==> src/common/ltexec_pkg.sv <==
package ltexec_pkg;

  localparam int WORD_W = 24;
  localparam int ADDR_W = 15;
  localparam int XSEL_W = 3;
  localparam int OPC_W  = 6;

  // Instruction field positions
  localparam int OPC_HI  = 23;
  localparam int OPC_LO  = 18;
  localparam int XSEL_HI = 17;
  localparam int XSEL_LO = 15;
  localparam int ADDR_HI = 14;

  // Operand bit positions
  localparam int BIT_OFL  = 22;
  localparam int BIT_PMT  = 21;
  localparam int BIT_TST  = 20;
  localparam int BIT_TRAP = 19;

  // Opcodes (octal 15, 10, 35 and load index)
  localparam logic [5:0] OPC_LOAD_PLACE   = 6'h0D;
  localparam logic [5:0] OPC_LOAD_Q       = 6'h08;
  localparam logic [5:0] OPC_LOAD_INDEX   = 6'h09;
  localparam logic [5:0] OPC_LOAD_RESTORE = 6'h1D;

  // Fixed core address of the Q cell (octal 10)
  localparam logic [14:0] Q_CELL_ADDR = 15'h0008;

  localparam logic [23:0] WORD_ZERO = 24'h000000;
  localparam logic [14:0] ADDR_ZERO = 15'h0000;

  typedef enum logic [2:0] {
    LTX_IDLE,
    LTX_FETCH,
    LTX_S2,
    LTX_EXEC,
    LTX_S5
  } ltexec_state_t;

  typedef enum logic [1:0] {
    LTX_OP_PLACE,
    LTX_OP_Q,
    LTX_OP_INDEX,
    LTX_OP_RESTORE
  } ltexec_op_t;

  // Core memory request toward the far side
  typedef struct packed {
    logic        req;
    logic        write;
    logic [14:0] addr;
    logic [23:0] wdata;
  } ltexec_mem_req_t;

  // Status flip-flops of the arithmetic unit
  typedef struct packed {
    logic interrupt_permit_flag;
    logic trap_mode_flag;
    logic quasi_flag;
    logic overflow_flag;
    logic test_flag;
    logic remember_flag;
  } ltexec_flags_t;

  typedef struct packed {
    ltexec_state_t   state;
    ltexec_op_t      op;
    logic [23:0]     instr;
    logic [23:0]     b_reg;
    logic [14:0]     addr_field;
    logic [14:0]     prog_counter;
    ltexec_mem_req_t mem;
    ltexec_flags_t   flags;
    logic            pending_jump;
    logic            no_interrupt;
    logic            done;
    logic            illegal;
    logic            busy;
  } ltexec_regs_t;

endpackage

==> src/verilog/ltexec_core.sv <==
// Notes on behaviour
// - Load place jumps to the address in operand bits 14-0.
// - Load place sets permit when operand bit 21 is one, else clears it.
// - Load place sets trap mode if operand bit 19 is one; zero leaves it.
// - Load place clears the quasi flag at its last pulse.
// - Load place fetch sets remember at last pulse; execute state 4 follows.
// - Load place state 4 reads Z via B and adder; bits 14-0 to address field.
// - Load place state 4 clears permit, then sets it from adder bit 21.
// - Next fetch copies address field to program counter; remember clears.
// - Load Q reads Z into B in state 4, writes B to Q cell in state 5.
// - Load Q never writes location Z.
// - Load index copies Z into index cell selected by instruction bits 17-15.
// - Load index reads Z in state 2, writes index cell in state 4.
// - Restore loads overflow, permit, test from operand bits 22, 21, 20.
// - Restore places operand bits 14-0 into the program counter.
// - Restore sets trap mode when bit 19 is one, else leaves it.
// - Restore resets the quasi flag when in trapping mode.
// - Restore state 4 clears flags, then sets them from adder bits.
// - Restore sets remember at fetch end, clears it as the next fetch begins.
// - Next fetch after restore copies address field into program counter.
`timescale 1ns/1ps
`default_nettype none

module ltexec_core (
  input  wire logic                        clock,
  input  wire logic                        rst,
  input  wire logic                        start,
  input  wire logic [23:0]                 instr_word,
  input  wire logic [14:0]                 pc_in,
  input  wire ltexec_pkg::ltexec_flags_t   flags_in,
  input  wire logic                        mem_ready,
  input  wire logic [23:0]                 mem_rdata,
  output var  ltexec_pkg::ltexec_mem_req_t mem_out,
  output var  ltexec_pkg::ltexec_flags_t   flags_out,
  output logic [14:0]                      prog_counter,
  output logic [23:0]                      b_reg,
  output logic                             busy,
  output logic                             done,
  output logic                             no_interrupt,
  output logic                             illegal
);
  import ltexec_pkg::*;

  ltexec_regs_t  r;
  ltexec_regs_t  next_r;
  logic [23:0]   adder;
  logic [5:0]    opc;

  // Decoded view of the latched instruction
  logic          is_place;
  logic          is_restore;
  logic          is_load_q;
  logic          is_index;
  logic          is_transfer;
  logic [2:0]    xsel;
  logic [14:0]   z_addr;
  logic [14:0]   x_cell_addr;
  logic          mem_answer;

  // Flag images for the two transfer instructions
  ltexec_flags_t place_flags;
  ltexec_flags_t restore_flags;

  // =========================================================
  // Request builders for the core memory port
  function automatic ltexec_mem_req_t mem_read(
    input logic [14:0] addr
  );
    ltexec_mem_req_t q;
    q      = '0;
    q.req  = 1'b1;
    q.addr = addr;
    return q;
  endfunction

  function automatic ltexec_mem_req_t mem_write(
    input logic [14:0] addr,
    input logic [23:0] data
  );
    ltexec_mem_req_t q;
    q       = '0;
    q.req   = 1'b1;
    q.write = 1'b1;
    q.addr  = addr;
    q.wdata = data;
    return q;
  endfunction

  // Program counter wraps within the 15-bit core address space
  function automatic logic [14:0] pc_step(
    input logic [14:0] pc
  );
    return pc + 15'h0001;
  endfunction

  // =========================================================
  // Flag updates at the end of the execute state
  // Permit is cleared early and set late in the original sequence; both
  // land on one edge here, as nothing samples the flag in between
  function automatic ltexec_flags_t place_update(
    input ltexec_flags_t f,
    input logic [23:0]   sum
  );
    ltexec_flags_t u;
    u                       = f;
    u.interrupt_permit_flag = sum[BIT_PMT];
    if (sum[BIT_TRAP]) begin
      u.trap_mode_flag = 1'b1;
    end
    u.quasi_flag = 1'b0;
    return u;
  endfunction

  // Trap mode is judged before this word's own bit 19 lands, so a restore
  // that first enters trapping mode leaves quasi as it was
  function automatic ltexec_flags_t restore_update(
    input ltexec_flags_t f,
    input logic [23:0]   sum
  );
    ltexec_flags_t u;
    u                       = f;
    u.overflow_flag         = sum[BIT_OFL];
    u.interrupt_permit_flag = sum[BIT_PMT];
    u.test_flag             = sum[BIT_TST];
    if (sum[BIT_TRAP]) begin
      u.trap_mode_flag = 1'b1;
    end
    if (f.trap_mode_flag) begin
      u.quasi_flag = 1'b0;
    end
    return u;
  endfunction

  // =========================================================
  // Opcode decode
  // Taken from the latched word, so instr_word may move once start is taken
  assign opc         = r.instr[OPC_HI:OPC_LO];
  assign is_place    = (opc == OPC_LOAD_PLACE);
  assign is_restore  = (opc == OPC_LOAD_RESTORE);
  assign is_load_q   = (opc == OPC_LOAD_Q);
  assign is_index    = (opc == OPC_LOAD_INDEX);
  assign is_transfer = is_place || is_restore;
  assign xsel        = r.instr[XSEL_HI:XSEL_LO];
  assign z_addr      = r.addr_field;
  assign x_cell_addr = {12'h000, xsel};
  assign mem_answer  = r.mem.req && mem_ready;

  // mem_rdata feeds the adder straight through; no second operand for these loads
  assign adder         = mem_rdata;
  assign place_flags   = place_update(r.flags, adder);
  assign restore_flags = restore_update(r.flags, adder);

  // =========================================================
  // Sequencer
  // Sequence per instruction:
  //   idle -> fetch -> exec          place, restore
  //   idle -> fetch -> exec -> s5    load Q (read Z, write Q cell)
  //   idle -> fetch -> s2   -> exec  load index (read Z, write index cell)
  // Each access waits in its state until the core answers, so any
  // memory latency is absorbed without further handshaking
  always_comb begin
    next_r      = r;
    next_r.done = 1'b0;
    case (r.state)
      LTX_IDLE: begin
        // Requests while busy are simply not looked at
        if (start) begin
          next_r.instr        = instr_word;
          next_r.prog_counter = pc_in;
          next_r.flags        = flags_in;
          next_r.illegal      = 1'b0;
          if (r.pending_jump) begin
            // Fetch after a transfer: address field becomes the new counter
            next_r.prog_counter        = r.addr_field;
            next_r.flags.remember_flag = 1'b0;
            next_r.pending_jump        = 1'b0;
          end
          // Only the low 14 bits address Z; bit 14 is an addressing mode bit
          next_r.addr_field = {1'b0, instr_word[13:0]};
          next_r.state      = LTX_FETCH;
        end
      end
      LTX_FETCH: begin
        // Unknown opcodes finish here with the counter stepped on
        next_r.state = LTX_IDLE;
        next_r.done  = 1'b1;
        if (is_transfer) begin
          next_r.op                  = is_place ? LTX_OP_PLACE : LTX_OP_RESTORE;
          next_r.flags.remember_flag = 1'b1;
          next_r.state               = LTX_EXEC;
          next_r.done                = 1'b0;
        end else if (is_load_q) begin
          next_r.op    = LTX_OP_Q;
          next_r.state = LTX_EXEC;
          next_r.done  = 1'b0;
        end else if (is_index) begin
          next_r.op    = LTX_OP_INDEX;
          next_r.state = LTX_S2;
          next_r.done  = 1'b0;
          // Undefined encoding: flagged, but executed anyway
          next_r.illegal = (xsel == 3'h0);
        end else begin
          next_r.prog_counter = pc_step(r.prog_counter);
        end
        // One read request covers every known instruction: it fetches Z
        if (next_r.state != LTX_IDLE) begin
          next_r.mem = mem_read(z_addr);
        end
      end
      LTX_S2: begin
        // Z is in hand: turn the read straight into the index cell write
        if (mem_answer) begin
          next_r.b_reg = mem_rdata;
          next_r.mem   = mem_write(x_cell_addr, mem_rdata);
          next_r.state = LTX_EXEC;
        end
      end
      LTX_EXEC: begin
        if (mem_answer) begin
          // Memory has answered: for place, restore and load Q the word of Z stands on mem_rdata now
          next_r.mem = '0;
          case (r.op)
            LTX_OP_PLACE: begin
              next_r.b_reg      = mem_rdata;
              next_r.addr_field = adder[ADDR_HI:0];
              next_r.flags      = place_flags;
            end
            LTX_OP_RESTORE: begin
              next_r.b_reg      = mem_rdata;
              next_r.addr_field = adder[ADDR_HI:0];
              next_r.flags      = restore_flags;
            end
            LTX_OP_Q: begin
              next_r.b_reg = mem_rdata;
              // Location Z is only read; the copy goes to the fixed cell
              next_r.mem   = mem_write(Q_CELL_ADDR, mem_rdata);
            end
            default: begin
              // Load index: the index cell write has been acknowledged
              next_r.mem = '0;
            end
          endcase
          // Transfers leave the new counter for the next fetch to apply
          next_r.pending_jump = (r.op == LTX_OP_PLACE) || (r.op == LTX_OP_RESTORE);
          // Only load Q lets an interrupt in right behind it
          next_r.no_interrupt = (r.op != LTX_OP_Q);
          if (r.op == LTX_OP_Q) begin
            next_r.state = LTX_S5;
          end else begin
            next_r.state = LTX_IDLE;
            next_r.done  = 1'b1;
            if (r.op == LTX_OP_INDEX) begin
              next_r.prog_counter = pc_step(r.prog_counter);
            end
          end
        end
      end
      LTX_S5: begin
        // Q cell write acknowledged ends the instruction
        if (mem_answer) begin
          next_r.mem          = '0;
          next_r.prog_counter = pc_step(r.prog_counter);
          next_r.no_interrupt = 1'b0;
          next_r.state        = LTX_IDLE;
          next_r.done         = 1'b1;
        end
      end
      default: begin
        next_r.state = LTX_IDLE;
      end
    endcase
    // Busy is a flip-flop of its own so the port never glitches
    next_r.busy = (next_r.state != LTX_IDLE);
  end

  // =========================================================
  // State register
  // Reset clears every field, which also lands the sequencer in idle
  // No clock enable: every field moves on every edge
  always_ff @(posedge clock or posedge rst) begin
    if (rst) begin
      r <= '0;
    end else begin
      r <= next_r;
    end
  end

  // =========================================================
  // Outputs, each one a field of the state register
  assign mem_out      = r.mem;
  assign flags_out    = r.flags;
  assign prog_counter = r.prog_counter;
  assign b_reg        = r.b_reg;
  assign busy         = r.busy;
  assign done         = r.done;
  assign no_interrupt = r.no_interrupt;
  assign illegal      = r.illegal;

endmodule // ltexec_core

`default_nettype wire

==> config.mk <==
export PLATFORM = sky130hd
export DESIGN_NAME = ltexec_core
export DESIGN_NICKNAME = d
export VERILOG_FILES = /design/src/common/ltexec_pkg.sv /design/src/verilog/ltexec_core.sv
export SDC_FILE = /design/constraint.sdc
export NUM_CORES = 1
export LEC_CHECK = 0
export BUFFER_PORTS_ARGS = -buffer_cell sky130_fd_sc_hd__buf_4
export CORE_ASPECT_RATIO = 0.6
export CORE_MARGIN = 2
export CORE_UTILIZATION = 40
export CTS_CLUSTER_SIZE = 40
export DETAILED_ROUTE_END_ITERATION = 12
export PLACE_DENSITY_LB_ADDON = 0.1
export SLEW_MARGIN = 20
export SYNTH_ARGS = -nofsm -noshare
export SYNTH_HDL_FRONTEND = slang
export SYNTH_SLANG_ARGS = --single-unit
==> constraint.sdc <==
create_clock -name clock -period 4.2 [get_ports clock]
set_clock_uncertainty 0.2 [all_clocks]
set_input_delay 0.63 -clock clock [delete_from_list [all_inputs] [get_ports clock]]
set_output_delay 0.63 -clock clock [all_outputs]
set_load 0.01 [all_outputs]
Word-level counts from Yosys, hierarchy flattened
Cells that the tools add are included.
{"block": "word_totals", "register_bits": 135, "latch_bits": 0, "ram_bits": 0, "romBits": 0, "inputBits": 73, "output_inout_bits": 90, "wordCells": 133, "n_memories": 0}
{"block": "op_classes", "addsub": 1, "n_mul": 0, "div": 0, "order_cmp": 0, "eq_ne": 31, "shifts": 0, "mux": 50, "bitwise_logic": 1, "reduce_logical": 29}
{"operator": "one-hot mux 41 bit (4 select lines)", "count": 1}
{"operator": "2-to-1 mux 41 bit", "count": 3}
{"operator": "2-to-1 mux 15 bit", "count": 7}
{"operator": "2-to-1 mux 104 bit", "count": 1}
{"operator": "one-hot mux 15 bit (4 select lines)", "count": 1}
{"operator": "2-to-1 mux 56 bit", "count": 1}
{"operator": "2-to-1 mux 24 bit", "count": 2}
{"operator": "one-hot mux 24 bit (2 select lines)", "count": 1}
{"operator": "inequality test 2 bit (second input constant)", "count": 16}
{"operator": "2-to-1 mux 30 bit", "count": 1}
{"operator": "one-hot mux 15 bit (2 select lines)", "count": 1}
{"operator": "AND reduction 5 bit", "count": 4}
{"operator": "equality test 6 x 4 -> 1 bit (second input constant)", "count": 3}
{"operator": "AND reduction 4 bit", "count": 4}
{"operator": "adder 15 x 1 -> 15 bit (second input constant)", "count": 1}
{"operator": "2-to-1 mux 3 bit", "count": 5}
{"operator": "2-to-1 mux 5 bit", "count": 3}
{"operator": "one-hot mux 3 bit (5 select lines)", "count": 1}
{"operator": "one-hot mux 6 bit (2 select lines)", "count": 1}
{"operator": "one-hot mux 5 bit (2 select lines)", "count": 1}
{"operator": "2-to-1 mux 1 bit", "count": 9}
{"operator": "AND reduction 9 bit", "count": 1}
{"operator": "2-to-1 mux 2 bit", "count": 4}
{"operator": "nonzero test 2 bit", "count": 4}
{"operator": "24 further kinds", "count": 36}

Depth between registers and ports, before layout
Gate-level depths: netlist of run 1.
{"block": "depth", "ltp_word": 8, "mapped_depth": 9, "mapped_depth_nobuf": 7}

Least setup slack after synthesis of run 1
Ideal clock, no wire load.
{"block": "synth_path", "path_type": "register to register", "startpoint": "reg r (netlist bit opc[5])", "endpoint": "reg r (netlist bit mem_out[24])", "setup_ps": 125, "arrival_ps": 1704, "t_required_ps": 3875, "slack_ps": 2171, "stages_incl_launch_ff": 7, "path_buffers": 1, "synth_period_minus_slack_ps": 2029, "path_cell_list": "dfrtp_1 or3b_1 a21oi_1 a22oi_1 o22a_1 buf_6 mux2_4"}
{"block": "synth_via", "elab_chain_cells": 8, "word_cells_on_any_way": 12, "classes_between": "eq/ne: 5; mux: 4; reduce/logical: 3"}
{"element": "from (decl)", "line": "ltexec_core.sv:44", "source": "ltexec_regs_t r;"}
{"element": "from (signal assigned)", "line": "ltexec_core.sv:284", "source": "r <= next_r;"}
{"element": "equality test 6 x 4 -> 1 bit", "line": "ltexec_core.sv:141", "source": "assign is_index = (opc == OPC_LOAD_INDEX);"}
{"element": "2-to-1 mux 4 bit", "line": "ltexec_core.sv:196", "source": "end else if (is_index) begin"}
{"element": "2-to-1 mux 5 bit", "line": "ltexec_core.sv:192", "source": "end else if (is_load_q) begin"}
{"element": "2-to-1 mux 5 bit (*)", "line": "ltexec_core.sv:187", "source": "if (is_transfer) begin"}
{"element": "2-to-1 mux 5 bit (*)", "line": "ltexec_core.sv:164", "source": "case (r.state)"}
{"element": "nonzero test 3 bit (*)", "line": "ltexec_core.sv:206", "source": "if (next_r.state != LTX_IDLE) begin"}
{"element": "inequality test 2 bit (no line) (*)"}
{"element": "AND reduction 5 bit (no line) (*)"}
Every way passes the cells marked *; elsewhere a longest branch is shown, timed or not. The select of a mux whose other input is x is not followed.
A chain may end at the register's enable or synchronous reset.

Final worst setup path of run 1
{"block": "layout_path", "startpoint": "reg r[132] (netlist name)", "endpoint": "reg r (netlist bit prog_counter[2])"}
{"block": "layout_via", "elab_chain_cells": 3, "word_cells_on_any_way": 15, "classes_between": "eq/ne: 11; mux: 1; reduce/logical: 3"}
{"element": "equality test 3 bit, or another cell as far along", "line": "ltexec_core.sv:164"}
{"element": "nonzero test 4 bit (no line) or inequality test 2 bit (tied branches)"}
{"element": "AND reduction 9 bit (no line)"}
Several ways; a longest one is shown, not always the timed one.

==> impl_metrics.json, run 1 <==
{
  "io_buffers": 161,
  "postSynthCellCount": 605,
  "drtAntennaViolNets": 0,
  "post_cts_resize_count": 0,
  "hold_viol_final": 0,
  "dr.pass1.iters": 4,
  "arrival_ns": 3.03,
  "dieHeight_um": 100,
  "numCtsBuffers": 17,
  "rsz0062_at_grt": "false",
  "ctsHtreeMaxLevel": 4,
  "hold_path_class": "in -> async",
  "grt_pass1_wl_mm": 26.0,
  "p_per_area_nw_per_um2": 776,
  "antennaDiodeCount": 0,
  "drive_gt1_share_pct": 34.9,
  "placementRows": 35,
  "dp_hpwl_mm": 11.9,
  "fin_crit_ns": 2.90,
  "required_ns": 4.33,
  "fmax_ghz": 0.345,
  "ys_types": 54,
  "die_w_um": 164,
  "clock-sinks": 120,
  "end_kind": "register",
  "power_mw": 5.83,
  "grt_pass1_vias": 4680,
  "slew_viol_final": 0,
  "wl_mm": 16.5,
  "leakage_nw": 3.52,
  "io-pin-count": 163,
  "wire_per_inst_um": 18.5,
  "post-route-util_pct": 49.4,
  "cp-start-kind": "register",
  "synth.ff_latch_count": 120,
  "yosysSeqAreaShare_pct": 48.7,
  "async_reset_ff_share_pct": 100,
  "finalWorstSetupSlack_ns": 1.30,
  "clkTransAtPathRegs_ns": 0.06,
  "grt_max_degree": 67,
  "synth_edf_count": 0,
  "syn_avg_cell_area_um2": 10.2,
  "slew_headroom_pct": 36.5,
  "start_util_pct": 40.6,
  "setup_viol": 0,
  "peakVddDrop_v": 0.000298,
  "antenna_found_initial": 0,
  "dieArea_um2": 16500,
  "clockRootBuffer": "clkbuf_16",
  "gp_congestion": 0.803,
  "core_area_um2": 15200,
  "synth_nets": 684,
  "status": "complete, no violations",
  "tns_ns": 0,
  "cts_tree": "done",
  "critPathKind": "reg -> reg",
  "finalNetCount": 754,
  "area_growth_pct": 21.7,
  "initialDrtViolationCount": 349,
  "crit_fanout": 20,
  "via_per_inst": 5.31,
  "pre_cts_ws_ns": 1.34,
  "via_count": 4727,
  "clkLatencyLatePin_ns": 0.41,
  "worst_slew_pin_slew_ns": 0.953,
  "route.detailed.drc": 0,
  "drv_cap": 0,
  "synthesis.area_um2": 6170,
  "holdBufCountCts": 0,
  "cts_buffer_depth": 2,
  "yosys_warnings": 0,
  "grtUsageTotal_pct": 20.6,
  "finalCritPeriodShare_pct": 69.0,
  "synth_ff_type": "dfrtp_1",
  "largest_reg_flops": 41,
  "postCtsSetupBuffers": 0,
  "globalRoute.totalOverflow": 0
}
logic make-up (layout without fill, tap and decap cells):
kind of cell	count (synthesis)	in the layout	synth area share, %
multiplexers	44	44	7.89
adder cells (fa/ha/maj)	6	6	1.22
flip-flops	120	120	48.7
buffers and inverters	129	211	13.6
AO/OA/AOI/OAI	142	142	16.2
AND/OR/NAND/NOR	164	164	12.5
per-layer routing:
metal | vias up | GRT usage [%] | part of all wire (%)
li1 | 2220 | - | -
met1 | 2330 | 31.1 | 51
met2 | 160 | 29.8 | 41
met3 | 17 | 4.88 | 6.7
met4 | 0 | 4.99 | 0.92
met5 | - | 0 | 0
stage by stage:
stage	hold WS, ns	instance area [µm²]	cells
after detailed placement	0.275	6920	858
after floorplan	0.250	6170	605
final	0.139	7510	890
after global routing	0.194	7510	890
after CTS	0.174	7500	889
after global placement	0.266	6920	858
area by class of cell:
| cell class | instances | area, µm² |
|---|---|---|
| Fill cell | 1460 | 7690 |
| Tap cell | 203 | 254 |
| Timing Repair Buffer | 170 | 1290 |
| Clock buffer | 17 | 425 |
| Sequential cell | 120 | 3000 |
| Inverter | 10 | 40.0 |
| Clock inverter | 14 | 151 |
| Multi-Input combinational cell | 356 | 2340 |
synthesized netlist by cell type, types with 4 or more instances:
cell,count,share of area (%)
mux2_2,25,4.6
o32a_1,6,0.97
nand3_1,26,2.1
a31oi_1,21,2.1
inv_1,10,0.61
nand2_1,68,4.1
nor2_1,33,2.0
a21oi_1,10,0.81
buf_2,11,0.89
ha_1,6,1.2
o21ai_0,34,2.8
clkbuf_1,15,0.91
o22a_1,6,0.85
o21ai_1,7,0.57
buf_4,88,11
nor2b_1,4,0.41
a22o_1,38,5.4
nand3b_1,4,0.49
mux2i_1,16,2.6
dfrtp_1,120,49
cells in the final DEF (no fill, tap or decap), drive strengths merged, types with 6 or more instances in the layout:
cell | netlist | final
buf | 103 | 170
dfrtp | 120 | 120
nand2 | 68 | 68
o21ai | 42 | 42
a22o | 38 | 38
nor2 | 33 | 33
mux2 | 28 | 28
nand3 | 26 | 26
a31oi | 21 | 21
clkbuf | 16 | 17
mux2i | 16 | 16
inv | 10 | 13
a21oi | 10 | 10
o32a | 6 | 6
ha | 6 | 6
o22a | 6 | 6
where the power goes:
part	internal, mW	total [mW]	switching, mW	leakage (nW)
Clock	0.874	1.43	0.554	0.268
Combinational	1.14	2.21	1.07	1.77
Sequential	1.69	2.19	0.500	1.48
final timing paths:
kind	startpoint	endpoint	slack, ns	cells after the start
setup / recovery	r[132]$_DFF_PP0_	prog_counter[2]$_DFFE_PP0P_	1.30	7
hold / removal	rst	b_reg[23]$_DFFE_PP0P_	0.14	2
setup reg to reg	r[132]$_DFF_PP0_	prog_counter[2]$_DFFE_PP0P_	1.30	7
hold reg to reg	opc[3]$_DFFE_PP0P_	opc[3]$_DFFE_PP0P_	0.28	2
max in group asynchronous	rst	z_addr[4]$_DFFE_PP0P_	2.84	3
min in group clock	instr_word[20]	opc[2]$_DFFE_PP0P_	0.21	3
critical path, stage by stage, from the launching register on:
cell,delay [ns]
dfrtp_1,0.61
or3b_1,0.45
a211oi_2,0.25
buf_4,0.24
nand3b_1,0.57
buf_4,0.29
o21ai_0,0.10
o21ai_1,0.09
No activity file was read; power rests on OpenSTA's default activity.
==> inputs of run 2 (changes only) <==
Settings changed: ABC_AREA set to 1.
Clock period 4.2 ns to 2.4 ns, I/O delays scaled along.
==> run 2 against run 1 <==
  * Wire length increased by 24%
  * Sequential power increased by 64%
  * Synthesized cell count increased by 49%
  * Final area increased by 14%
  * Largest cell class unchanged
  * Largest power group unchanged
==> impl_metrics.json, run 2 <==
{
  "wl_mm": 20.5,
  "clkPwrFrac_pct": 23.2,
  "dieHeight_um": 106,
  "postSynthCellCount": 899,
  "hold_depth": 3,
  "hold_path_class": "in -> reg",
  "initialDrtViolationCount": 519,
  "clock-sinks": 120,
  "die_w_um": 173,
  "critPathSlowestCell": "dfrtp_1",
  "cts_tree": "done",
  "fmax_ghz": 0.466,
  "ys_types": 36,
  "r2r_slack_ns": 0.26,
  "core_area_um2": 17000,
  "clkLatencyLatePin_ns": 0.41,
  "route.detailed.drc": 0,
  "fillers": 1734,
  "drtAntennaViolNets": 0,
  "io_buffers": 161,
  "peakVddDrop_v": 0.000664,
  "synth_nets": 978,
  "crit_fanout": 43,
  "cts_buffer_depth": 2,
  "antenna_found_initial": 0,
  "p_int_mw": 6.65,
  "fin_crit_ns": 2.14,
  "dr.pass1.iters": 5,
  "setup_viol": 0,
  "critPathKind": "reg -> reg",
  "synthesis.area_um2": 6890,
  "final_cell_mix": "nand2_1 (261), buf_4 (183), dfrtp_1 (120)",
  "switching_share_pct": 43.0,
  "area_growth_pct": 23.8,
  "status": "complete, no violations",
  "required_ns": 2.47,
  "synth_ff_type": "dfrtp_1",
  "r2r_start": "r[132]$_DFF_PP0_",
  "synthTopCellsByArea": "dfrtp_1 (44%), nand2_1 (14%), buf_4 (10%)",
  "min_from": "mem_rdata[15]",
  "placementRows": 37,
  "p_sw_mw": 5.02,
  "cp-start-kind": "register",
  "dieArea_um2": 18300,
  "grtUsageTotal_pct": 22.7,
  "synth_top_area_share_pct": 43.6,
  "grt_pass1_vias": 5602,
  "ctsHtreeMaxLevel": 4,
  "syn_avg_cell_area_um2": 7.66,
  "arrival_ns": 2.22,
  "worst_slew_pin_slew_ns": 0.701,
  "numCtsBuffers": 17,
  "finalCritPeriodShare_pct": 89.3,
  "dp_hpwl_mm": 14.7,
  "path_cells": "nor2_2 > nand2_2 > nand2_4 > nor2_1 > a21oi_4 > nand2_4 > nand2_1 > o21ai_2",
  "slew_headroom_pct": 53.1,
  "grt_pass1_wl_mm": 32.0,
  "whs_endpoint": "b_reg[15]$_DFFE_PP0P_",
  "finalNetCount": 1069,
  "synth_edf_count": 0,
  "r2r_end": "mem_out[27]$_DFFE_PP0P_",
  "yosysTopAreaCell": "dfrtp_1",
  "clockRootBuffer": "clkbuf_16",
  "timing.hold.ws_ns": 0.0300,
  "crit_top_cell": "nand2_4",
  "final_common_cell": "nand2_1",
  "gp_congestion": 0.878,
  "regArea_um2": 3000,
  "io-pin-count": 163,
  "p_per_area_nw_per_um2": 1370,
  "pwr-share-comb_pct": 46.0,
  "leakage_nw": 4.48,
  "start_util_pct": 40.5,
  "globalRoute.totalOverflow": 0,
  "reg2reg_depth": 8,
  "cp_slowest_stage_delay_ns": 0.46,
  "seqPwrFrac_pct": 30.8,
  "rsz0062_at_grt": "false",
  "hold_viol_final": 0,
  "netlist_top_cells_count": "nand2_1 (261), dfrtp_1 (120), buf_4 (94), o21ai_0 (91), inv_1 (77)",
  "tns_ns": 0,
  "drive_gt1_share_pct": 24.8,
  "antennaDiodeCount": 0,
  "yosys_warnings": 0,
  "async_reset_ff_share_pct": 100,
  "grt_max_degree": 55,
  "postCtsSetupBuffers": 0,
  "yosysSeqAreaShare_pct": 43.6,
  "slew_viol_final": 0,
  "via_per_inst": 4.90,
  "wire_per_inst_um": 16.6,
  "end_kind": "register",
  "via_count": 6064,
  "multi_input_area_um2": 2740,
  "yosysMostFrequentCell": "nand2_1",
  "synth.ff_latch_count": 120,
  "largest_reg_flops": 41,
  "drv_cap": 0,
  "clkTransAtPathRegs_ns": 0.06
}
-- run 2: cell count changes after synthesis, moves of 12 or more --
cell / delta
a31oi_1: -21
o21ai_0: +57
mux2i_1: -16
nand4_1: +26
nor2_1: +12
nand2_1: +193
inv_1: +67
mux2_2: -20
nand3_1: +35
a22o_1: -30
-- run 2: routing by layer --
metal	up-vias	wire, µm	track usage (%)
li1	2996	-	-
met1	2866	10800	36.8
met2	194	8230	30.2
met3	8	1370	4.69
met4	0	123	4.60
met5	-	0	0
-- run 2: worst max-delay path: cells and delay by family (launching register included) --
kind	cells	cell delay, ns
AND/OR/NAND/NOR	6	1.09
AO/OA/AOI/OAI	2	0.21
flip-flops	1	0.46
-- run 2: how the worst max path moves through the flow --
stage,from,end,depth (start not counted)
after global routing,r[132]$_DFF_PP0_,mem_out[7]$_DFFE_PP0P_,8
after CTS,r[132]$_DFF_PP0_,z_addr[5]$_DFFE_PP0P_,9
after floorplan,rst,b_reg[0]$_DFFE_PP0P_,1
final,r[132]$_DFF_PP0_,mem_out[27]$_DFFE_PP0P_,8
after detailed placement,r[132]$_DFF_PP0_,flags_out[5]$_DFFE_PP0P_,9
after global placement,r[132]$_DFF_PP0_,prog_counter[3]$_DFFE_PP0P_,8
-- run 2: logic make-up (layout without fill, tap and decap cells) --
| kind of cell | count (synthesis) | count (layout) | share of synthesized area (%) |
|---|---|---|---|
| compound gates | 141 | 141 | 11.5 |
| buf+inv | 208 | 312 | 16.7 |
| fa+ha+maj | 6 | 6 | 1.09 |
| xor+xnor | 4 | 4 | 0.509 |
| simple gates | 415 | 415 | 25.8 |
| flops | 120 | 120 | 43.6 |
| mux | 5 | 5 | 0.817 |
-- run 2: layout make-up --
cell class / count / share of cell area (%)
Sequential cell: 120 / 35.2
Inverter: 82 / 3.65
Timing Repair Buffer: 198 / 18.3
Tap cell: 234 / 3.43
Clock inverter: 13 / 1.98
Multi-Input combinational cell: 571 / 32.1
Clock buffer: 19 / 5.31
-- run 2: repair_timing --
item | in CTS | in global routing
endpoints found under the hold margin | 18 | 0
resized for setup | 0 | 0
hold buffers | 11 | 0
setup endpoints to repair | 0 | 0
-- run 2: power groups by stage --
stage	clock network (mW)	logic, mW	registers, mW
after floorplan	0	4.12	3.37
after global placement	0	5.34	3.61
after detailed placement	0	5.37	3.60
after CTS	2.75	5.40	3.59
after global routing	2.85	5.97	3.71
final	2.71	5.37	3.60
-- run 2: per-stage QoR --
step	std cells	util (%)	instance area [µm²]	power [mW]	setup slack, ns
3_3_place_gp	1194	45.9	7800	8.96	0.265
2_1_floorplan	899	-	6890	7.49	0.371
4_1_cts	1237	50.2	8530	11.7	0.276
5_1_grt	1237	50.2	8530	12.5	0.0967
6_report	1237	50.2	8530	11.7	0.256
3_5_place_dp	1194	45.9	7800	8.98	0.280
